<file path="config.mk">
export PLATFORM = sky130hd
export DESIGN_NAME = lsd_line_state_detector
export DESIGN_NICKNAME = d
export VERILOG_FILES = /design/src/include/lsd_pkg.sv /design/src/hdl/lsd_pickup_cmp.sv /design/src/hdl/lsd_decide.sv /design/src/hdl/lsd_line_state_detector.sv
export VERILOG_INCLUDE_DIRS = /design/src /design/src/include
export SDC_FILE = /design/constraint.sdc
export NUM_CORES = 1
export LEC_CHECK = 0
export BUFFER_PORTS_ARGS = -buffer_cell sky130_fd_sc_hd__buf_2
export CORE_MARGIN = 2
export CORE_UTILIZATION = 35
export DETAILED_ROUTE_END_ITERATION = 8
export PLACE_DENSITY_LB_ADDON = 0.3
export SLEW_MARGIN = 15
export SYNTH_ARGS = -nofsm -noshare
export SYNTH_HDL_FRONTEND = slang
export SYNTH_SLANG_ARGS = --single-unit
</file>
<file path="constraint.sdc">
create_clock -name clk_i -period 7.7 [get_ports clk_i]
set_input_delay 1.54 -clock clk_i [delete_from_list [all_inputs] [get_ports clk_i]]
set_output_delay 1.54 -clock clk_i [all_outputs]
set_load 0.05 [all_outputs]
</file>
<file path="src/include/lsd_params.svh">
// Register map, reset values and field positions of the line state detector
`ifndef LSD_PARAMS_SVH
`define LSD_PARAMS_SVH

// Register byte offsets on the Wishbone bus
`define LSD_ADR_CTRL 8'h00
`define LSD_ADR_VTHR 8'h04
`define LSD_ADR_ITHR 8'h08
`define LSD_ADR_VNOM 8'h0C
`define LSD_ADR_INOM 8'h10
`define LSD_ADR_STAT 8'h14

// Threshold settings, percent of rated value
`define LSD_VTHR_MIN 7'h0A
`define LSD_VTHR_MAX 7'h64
`define LSD_VTHR_RST 7'h3C
`define LSD_ITHR_MIN 7'h02
`define LSD_ITHR_MAX 7'h64
`define LSD_ITHR_RST 7'h0A
`define LSD_PCT_SCALE 7'h64

// Rated magnitude after reset
`define LSD_NOM_RST 16'h1000

// Field positions
`define LSD_CTRL_EN_BIT 0
`define LSD_ST_DEAD_BIT 0
`define LSD_ST_LIVE_BIT 1
`define LSD_ST_VPK_LSB 2
`define LSD_ST_IPK_LSB 5

// Channel counts
`define LSD_NPH 3
`define LSD_NCH 6

`endif

</file>
<file path="src/include/lsd_pkg.sv">
// Types shared by the line state detector modules
package lsd_pkg;

	typedef logic [6:0] lsd_pct_t;

	typedef enum logic
	{
		LSD_OP_OFF = 1'h0,
		LSD_OP_ON = 1'h1
	} lsd_oper_t;

endpackage : lsd_pkg

</file>
<file path="src/hdl/lsd_pickup_cmp.sv">
// Per-channel magnitude against threshold comparators, registered
`include "lsd_params.svh"

module lsd_pickup_cmp
	import lsd_pkg::*;
#(
	parameter int MAG_W = 16
)
(
	// Clock and reset
	input wire logic clk_i,
	input wire logic rst_i,
	// Magnitudes: channels 0..2 voltages, 3..5 currents
	input wire logic [6*MAG_W-1:0] mag_i,
	// Settings
	input wire lsd_pct_t vthr_i,
	input wire lsd_pct_t ithr_i,
	input wire logic [MAG_W-1:0] vnom_i,
	input wire logic [MAG_W-1:0] inom_i,
	// Comparison results
	output logic [5:0] above_o,
	output logic [5:0] below_o
);

	// The reference checks below work in 32 bits
	generate
		if (MAG_W < 1 || MAG_W > 24)
		begin : g_bad_width
			$error("MAG_W must lie between 1 and 24");
		end
	endgenerate

	localparam int PRD_W = MAG_W + 7;

	typedef struct packed
	{
		logic [5:0] above;
		logic [5:0] below;
	} lsd_cmp_st_t;

	lsd_cmp_st_t st_r;
	lsd_cmp_st_t st_nxt;
	logic [5:0] above_c;
	logic [5:0] below_c;

	// Cross-multiplied so no divider is needed: mag*100 vs thr*rated
	genvar g;
	generate
		for (g = 0; g < `LSD_NCH; g++)
		begin : g_ch
			logic [PRD_W-1:0] lhs;
			logic [PRD_W-1:0] rhs;
			assign lhs = PRD_W'(mag_i[g*MAG_W +: MAG_W])
				* PRD_W'(`LSD_PCT_SCALE);
			if (g < `LSD_NPH)
			begin : g_v
				assign rhs = PRD_W'(vthr_i) * PRD_W'(vnom_i);
			end
			else
			begin : g_i
				assign rhs = PRD_W'(ithr_i) * PRD_W'(inom_i);
			end
			assign above_c[g] = lhs > rhs;
			assign below_c[g] = lhs < rhs;
		end
	endgenerate

	always_comb
	begin
		st_nxt.above = above_c;
		st_nxt.below = below_c;
	end

	always_ff @(posedge clk_i)
	begin
		if (rst_i)
			st_r <= '0;
		else
			st_r <= st_nxt;
	end

	assign above_o = st_r.above;
	assign below_o = st_r.below;
endmodule : lsd_pickup_cmp

</file>
<file path="src/hdl/lsd_decide.sv">
// Decision stage: gates pickups and forms dead and live conditions
module lsd_decide
	import lsd_pkg::*;
(
	// Comparison results
	input wire logic [5:0] above_i,
	input wire logic [5:0] below_i,
	// Gating
	input wire lsd_oper_t oper_i,
	input wire logic block_i,
	// Decisions
	output logic dead_o,
	output logic live_o,
	output logic [2:0] vpk_o,
	output logic [2:0] ipk_o
);

	logic run;

	always_comb
	begin
		run = (oper_i == LSD_OP_ON) && !block_i;
		dead_o = run && (&below_i);
		live_o = run && (&above_i[2:0]);
		vpk_o = run ? above_i[2:0] : 3'h0;
		ipk_o = run ? above_i[5:3] : 3'h0;
	end

endmodule : lsd_decide

</file>
<file path="src/hdl/lsd_line_state_detector.sv">
// Line state detector top: Wishbone settings, pickups and decision
//
// Contract
// - Dead line only while all voltages and all currents are below threshold.
// - Live line only while all three voltages exceed threshold; currents ignored.
// - Off/On enable setting gates the function; Off after reset.
// - Voltage threshold percent, 10 to 100 in steps of 1, reset 60.
// - Current threshold percent, 2 to 100 in steps of 1, reset 10.
// - Block input disables the function while asserted.
// - Per phase voltage pickup high while voltage exceeds its threshold.
// - Per phase current pickup high while current exceeds its threshold.
// - Decision combines six pickups with enable and block input.
// - Dead line is a separate binary status output for other logic.
`include "lsd_params.svh"

module lsd_line_state_detector
	import lsd_pkg::*;
#(
	parameter int MAG_W = 16
)
(
	// Clock and reset
	input wire logic clk_i,
	input wire logic rst_i,
	// Wishbone classic slave
	input wire logic wb_cyc_i,
	input wire logic wb_stb_i,
	input wire logic wb_we_i,
	input wire logic [7:0] wb_adr_i,
	input wire logic [3:0] wb_sel_i,
	input wire logic [31:0] wb_dat_i,
	output logic [31:0] wb_dat_o,
	output logic wb_ack_o,
	// Fundamental magnitudes from the Fourier stage
	input wire logic [MAG_W-1:0] phase1_voltage_fundamental_i,
	input wire logic [MAG_W-1:0] phase2_voltage_fundamental_i,
	input wire logic [MAG_W-1:0] phase3_voltage_fundamental_i,
	input wire logic [MAG_W-1:0] phase1_current_fundamental_i,
	input wire logic [MAG_W-1:0] phase2_current_fundamental_i,
	input wire logic [MAG_W-1:0] phase3_current_fundamental_i,
	// Block from user logic
	input wire logic block_i,
	// Line state
	output logic dead_line_output_o,
	output logic live_line_output_o,
	// Per phase pickups
	output logic phase1_voltage_pickup_o,
	output logic phase2_voltage_pickup_o,
	output logic phase3_voltage_pickup_o,
	output logic phase1_current_pickup_o,
	output logic phase2_current_pickup_o,
	output logic phase3_current_pickup_o
);

	generate
		// Narrower fields would lose the rated magnitude after reset
		if (MAG_W < 13 || MAG_W > 16)
		begin : g_bad_width
			$error("MAG_W must lie between 13 and 16");
		end
	endgenerate

	typedef struct packed
	{
		logic ack;
		logic [31:0] dat;
		lsd_oper_t oper;
		lsd_pct_t vthr;
		lsd_pct_t ithr;
		logic [MAG_W-1:0] vnom;
		logic [MAG_W-1:0] inom;
		logic dead;
		logic live;
		logic [2:0] vpk;
		logic [2:0] ipk;
	} lsd_top_st_t;

	lsd_top_st_t st_r;
	lsd_top_st_t st_nxt;

	logic [6*MAG_W-1:0] mag_all;
	logic [5:0] pk_above;
	logic [5:0] pk_below;
	logic dec_dead;
	logic dec_live;
	logic [2:0] dec_vpk;
	logic [2:0] dec_ipk;
	logic bus_req;
	logic bus_wr;
	logic [15:0] wr_half;
	lsd_pct_t wr_pct;
	logic [31:0] rd_word;

	assign mag_all = {phase3_current_fundamental_i,
		phase2_current_fundamental_i,
		phase1_current_fundamental_i,
		phase3_voltage_fundamental_i,
		phase2_voltage_fundamental_i,
		phase1_voltage_fundamental_i};

	lsd_pickup_cmp #(
		.MAG_W(MAG_W)
	) u_cmp (
		.clk_i(clk_i),
		.rst_i(rst_i),
		.mag_i(mag_all),
		.vthr_i(st_r.vthr),
		.ithr_i(st_r.ithr),
		.vnom_i(st_r.vnom),
		.inom_i(st_r.inom),
		.above_o(pk_above),
		.below_o(pk_below)
	);

	lsd_decide u_dec (
		.above_i(pk_above),
		.below_i(pk_below),
		.oper_i(st_r.oper),
		.block_i(block_i),
		.dead_o(dec_dead),
		.live_o(dec_live),
		.vpk_o(dec_vpk),
		.ipk_o(dec_ipk)
	);

	// Read mux; unmapped words read as zero
	always_comb
	begin
		rd_word = 32'h0000_0000;
		case (wb_adr_i)
			`LSD_ADR_CTRL:
				rd_word[`LSD_CTRL_EN_BIT] = st_r.oper;
			`LSD_ADR_VTHR:
				rd_word[6:0] = st_r.vthr;
			`LSD_ADR_ITHR:
				rd_word[6:0] = st_r.ithr;
			`LSD_ADR_VNOM:
				rd_word[MAG_W-1:0] = st_r.vnom;
			`LSD_ADR_INOM:
				rd_word[MAG_W-1:0] = st_r.inom;
			`LSD_ADR_STAT:
			begin
				rd_word[`LSD_ST_DEAD_BIT] = st_r.dead;
				rd_word[`LSD_ST_LIVE_BIT] = st_r.live;
				rd_word[`LSD_ST_VPK_LSB +: 3] = st_r.vpk;
				rd_word[`LSD_ST_IPK_LSB +: 3] = st_r.ipk;
			end
			default:
				rd_word = 32'h0000_0000;
		endcase
	end

	always_comb
	begin
		st_nxt = st_r;
		// Ack one cycle after the request; the held request is not re-taken
		bus_req = wb_cyc_i && wb_stb_i && !st_r.ack;
		bus_wr = bus_req && wb_we_i;
		st_nxt.ack = bus_req;
		st_nxt.dat = bus_req ? rd_word : 32'h0000_0000;
		// Lanes 0 and 1 carry all settings; upper lanes are ignored
		wr_half[7:0] = wb_dat_i[7:0];
		wr_half[15:8] = wb_dat_i[15:8];
		wr_pct = wb_dat_i[6:0];
		if (bus_wr && wb_sel_i[0])
		begin
			case (wb_adr_i)
				`LSD_ADR_CTRL:
					st_nxt.oper = lsd_oper_t'(wb_dat_i[`LSD_CTRL_EN_BIT]);
				// Out of range thresholds are refused, the old value stays
				`LSD_ADR_VTHR:
					if (wr_pct >= `LSD_VTHR_MIN && wr_pct <= `LSD_VTHR_MAX)
						st_nxt.vthr = wr_pct;
				`LSD_ADR_ITHR:
					if (wr_pct >= `LSD_ITHR_MIN && wr_pct <= `LSD_ITHR_MAX)
						st_nxt.ithr = wr_pct;
				`LSD_ADR_VNOM:
					st_nxt.vnom[7:0] = wr_half[7:0];
				`LSD_ADR_INOM:
					st_nxt.inom[7:0] = wr_half[7:0];
				default:
					st_nxt.oper = st_r.oper;
			endcase
		end
		if (bus_wr && wb_sel_i[1])
		begin
			case (wb_adr_i)
				`LSD_ADR_VNOM:
					st_nxt.vnom[MAG_W-1:8] = wr_half[MAG_W-1:8];
				`LSD_ADR_INOM:
					st_nxt.inom[MAG_W-1:8] = wr_half[MAG_W-1:8];
				default:
					st_nxt.vnom = st_r.vnom;
			endcase
		end
		// Final register stage keeps every status output glitch free
		st_nxt.dead = dec_dead;
		st_nxt.live = dec_live;
		st_nxt.vpk = dec_vpk;
		st_nxt.ipk = dec_ipk;
	end

	always_ff @(posedge clk_i)
	begin
		if (rst_i)
		begin
			st_r.ack <= 1'h0;
			st_r.dat <= 32'h0000_0000;
			st_r.oper <= LSD_OP_OFF;
			st_r.vthr <= `LSD_VTHR_RST;
			st_r.ithr <= `LSD_ITHR_RST;
			st_r.vnom <= MAG_W'(`LSD_NOM_RST);
			st_r.inom <= MAG_W'(`LSD_NOM_RST);
			st_r.dead <= 1'h0;
			st_r.live <= 1'h0;
			st_r.vpk <= 3'h0;
			st_r.ipk <= 3'h0;
		end
		else
			st_r <= st_nxt;
	end

	assign wb_ack_o = st_r.ack;
	assign wb_dat_o = st_r.dat;
	assign dead_line_output_o = st_r.dead;
	assign live_line_output_o = st_r.live;
	assign phase1_voltage_pickup_o = st_r.vpk[0];
	assign phase2_voltage_pickup_o = st_r.vpk[1];
	assign phase3_voltage_pickup_o = st_r.vpk[2];
	assign phase1_current_pickup_o = st_r.ipk[0];
	assign phase2_current_pickup_o = st_r.ipk[1];
	assign phase3_current_pickup_o = st_r.ipk[2];
endmodule : lsd_line_state_detector

</file>
==> impl_metrics.env <==
export IMPL_status="completed"
export IMPL_clk_path_buf_depth=2
export IMPL_ir_worst_vdd_uv=111
export IMPL_netlist_area_leader_share_pct=28.0
export IMPL_post_cts_setup_buffer_count=0
export IMPL_synth_avg_cell_area_um2=8.48
export IMPL_grt_busiest_layer="met2"
export IMPL_synthCells=2663
export IMPL_viasPerCell=4.90
export IMPL_crit_start="st_r[42]"
export IMPL_rows=93
export IMPL_cp_max_fo=12
export IMPL_nNetsFinal=3655
export IMPL_finalSetupViolCount=0
export IMPL_cts_repair_resized=0
export IMPL_drt_initial_drc_count=943
export IMPL_critPathMaxStageDelay_ns=0.69
export IMPL_grt_usage_pct=16.4
export IMPL_crit_type="reg -> reg"
export IMPL_worst_pin_slew_ns=1.11
export IMPL_power_density_nw_per_um2=126
export IMPL_die_x_um=258
export IMPL_clock_sinks=84
export IMPL_ant_nets=0
export IMPL_max_cap_violations=0
export IMPL_relSlewSlack_pct=25.4
export IMPL_p_leak_uw=0.0130
export IMPL_synthToLayoutAreaGrowth_pct=8.96
export IMPL_grtUsageMet2_pct=25.8
export IMPL_synth_edf_count=0
export IMPL_r2r_end="u_cmp.below_o[5]"
export IMPL_fp_dieH_um=258
export IMPL_drc=0
export IMPL_crit_slowest_cell="dfxtp_1"
export IMPL_fin_setup_tns_ns=0
export IMPL_slew_violations=0
export IMPL_clk_pin_slew_ns=0.07
export IMPL_die_area_um2=66600
export IMPL_startpoint_type="register"
export IMPL_ys_flop_type="dfxtp_1"
export IMPL_crit_family="adder cells"
export IMPL_grt_pass1_vias=17600
export IMPL_synth_yosys_seq_area_share_pct=7.44
export IMPL_fmax_mhz=139
export IMPL_grtUsageMet1_pct=24.0
export IMPL_arrival_ns=7.47
export IMPL_crit_buf_inv=4
export IMPL_grt_pass1_wl_um=89500
export IMPL_grt_max_degree=52
export IMPL_final_hold_viol_count=0
export IMPL_start_util_pct=35.2
export IMPL_root_buffer="clkbuf_16"
export IMPL_cts_tree="built"
export IMPL_numCtsBuffers=9
export IMPL_worst_path_stages=28
export IMPL_antenna_found_initial=18
export IMPL_reg2reg_setup_slack_ns=0.51
export IMPL_io_pins=187
export IMPL_routed_wl_um=53700
export IMPL_timing_hold_ws_ns=0.427
export IMPL_period_minus_slack_ns=7.19
export IMPL_worst_clock_skew_ns=0.00652
export IMPL_gp_congestion=0.860
export IMPL_yosys_warnings=0
export IMPL_drive_gt1_share_pct=8.88
export IMPL_grt_overflow_total=0
export IMPL_ys_top_cells_by_area="ha_1, fa_1, inv_1, dfxtp_1, and2_1"
export IMPL_synth_top_cell_by_area="ha_1"
export IMPL_rsz0062_at_grt="no"
export IMPL_endpoint_kind="register"
export IMPL_clock_latency_ns=0.35
export IMPL_synth_area_um2=22600
export IMPL_critPathCapture="u_cmp.below_o[5]"
export IMPL_synth_seq_cells=84
export IMPL_synth_async_sr_flop_share_pct=0
export IMPL_vias=17900
export IMPL_post_synth_top_count_cell="inv_1"
export IMPL_first_pass_iters=5
export IMPL_required_ns=7.98
export IMPL_use_met3_pct=2.96
export IMPL_synth_common_cells="inv_1, ha_1, fa_1, and2_1, nand2_1"
export IMPL_hp_class="reg -> reg"
export IMPL_reg2reg_depth=28
export IMPL_regToRegStartpoint="st_r[42]"
export IMPL_h_tree_depth=3
export IMPL_path_common_cell="fa_1"
export IMPL_hold_buffers=0
export IMPL_core_um2=64100
export IMPL_synth_distinct_cells=86
export IMPL_wl_per_cell_um=14.6
export IMPL_port_buffers=152
export IMPL_dp_hpwl_um=46300
export IMPL_period_share_pct=93.4
[layer usage]
layer | routed length, µm | vias to the layer above | share of wire, %
met4 | 353 | 26 | 0.66
li1 | - | 9144 | -
met3 | 3220 | 52 | 6.0
met2 | 23000 | 304 | 43
met1 | 27000 | 8410 | 50
met5 | 155 | - | 0.29
[final cells by class]
cell class	count	area, µm²
fill	6546	39500
inverter	511	1920
tap	855	1070
clock buffer	9	225
timing repair buffer	184	1000
multi-input combinational	2009	18600
sequential	84	1680
clock inverter	7	58.8
antenna	5	12.5
[sequential cells by signal, indices dropped and copies added (netlist names)]
register,flops
live_line_output_o,1
phase1_voltage_pickup_o,1
dead_line_output_o,1
wb_dat_o,16
u_cmp.below_o,6
phase1_current_pickup_o,1
phase2_current_pickup_o,1
st_r,47
wb_ack_o,1
u_cmp.above_o,6
phase3_current_pickup_o,1
phase3_voltage_pickup_o,1
phase2_voltage_pickup_o,1
[worst min-delay path by stage]
stage | slack, ns | endpoint | start | cells after the start
final | 0.43 | phase3_current_pickup_o | u_cmp.above_o[5] | 1
after global routing | 0.45 | phase3_current_pickup_o | u_cmp.above_o[5] | 1
after CTS | 0.43 | phase3_current_pickup_o | u_cmp.above_o[5] | 1
after detailed placement | 0.41 | phase3_current_pickup_o | u_cmp.above_o[5] | 1
after global placement | 0.41 | phase3_current_pickup_o | u_cmp.above_o[5] | 1
after floorplan | 0.41 | phase1_current_pickup_o | u_cmp.above_o[3] | 1
[logic make-up (layout without fill, tap and decap cells)]
family / Yosys count / after routing / share of synthesized area (%)
xor gates and xnor gates: 130 / 130 / 5.19
buffers and inverters: 585 / 711 / 10.3
DFF: 84 / 84 / 7.44
muxes: 45 / 45 / 2.03
AOI/OAI and AO/OA: 461 / 461 / 14.0
other: 1 / 21 / 0.0166
and+or+nand+nor: 640 / 640 / 14.6
adders and majority gates: 717 / 717 / 46.4
[through the flow]
step	setup WS (ns)	utilization [%]	std cells	total power (µW)	area, µm²
floorplan	1.19	-	2678	2240	22600
global placement	0.518	37.9	3643	2670	24300
detailed placement	0.527	37.9	3643	2690	24300
CTS	0.498	38.4	3659	3130	24600
global route	0.00525	38.4	3660	3480	24600
finish	0.510	38.4	3664	3110	24600
[worst reg2reg max path: cells and delay by family, from the launching register on]
family | cells | cell delay (ns)
and+or+nand+nor | 4 | 0.42
xor gates and xnor gates | 1 | 0.15
adders and majority gates | 8 | 3.19
AOI/OAI and AO/OA | 11 | 2.13
DFF | 1 | 0.69
buffers and inverters | 4 | 0.51
[power breakdown]
group	switching, µW	internal (µW)
Clock	200	223
Combinational	1210	1010
Sequential	11.4	450
[cell usage in the layout (no fill, tap or decap), types with 23 or more instances in the layout]
| cell type | n |
|---|---|
| and2_1 | 166 |
| nor3_1 | 36 |
| a21o_1 | 46 |
| nand2_1 | 149 |
| dfxtp_1 | 84 |
| inv_1 | 511 |
| buf_4 | 32 |
| xnor2_1 | 81 |
| ha_1 | 506 |
| nand4_1 | 27 |
| o21a_1 | 35 |
| a21oi_1 | 133 |
| nor2_1 | 123 |
| xor2_1 | 45 |
| nand3_1 | 24 |
| mux2i_1 | 38 |
| nor2b_1 | 30 |
| buf_2 | 152 |
| o21ai_0 | 63 |
| a211oi_1 | 23 |
| nand2b_1 | 25 |
| fa_1 | 204 |
(Power assumes the default switching activity.)
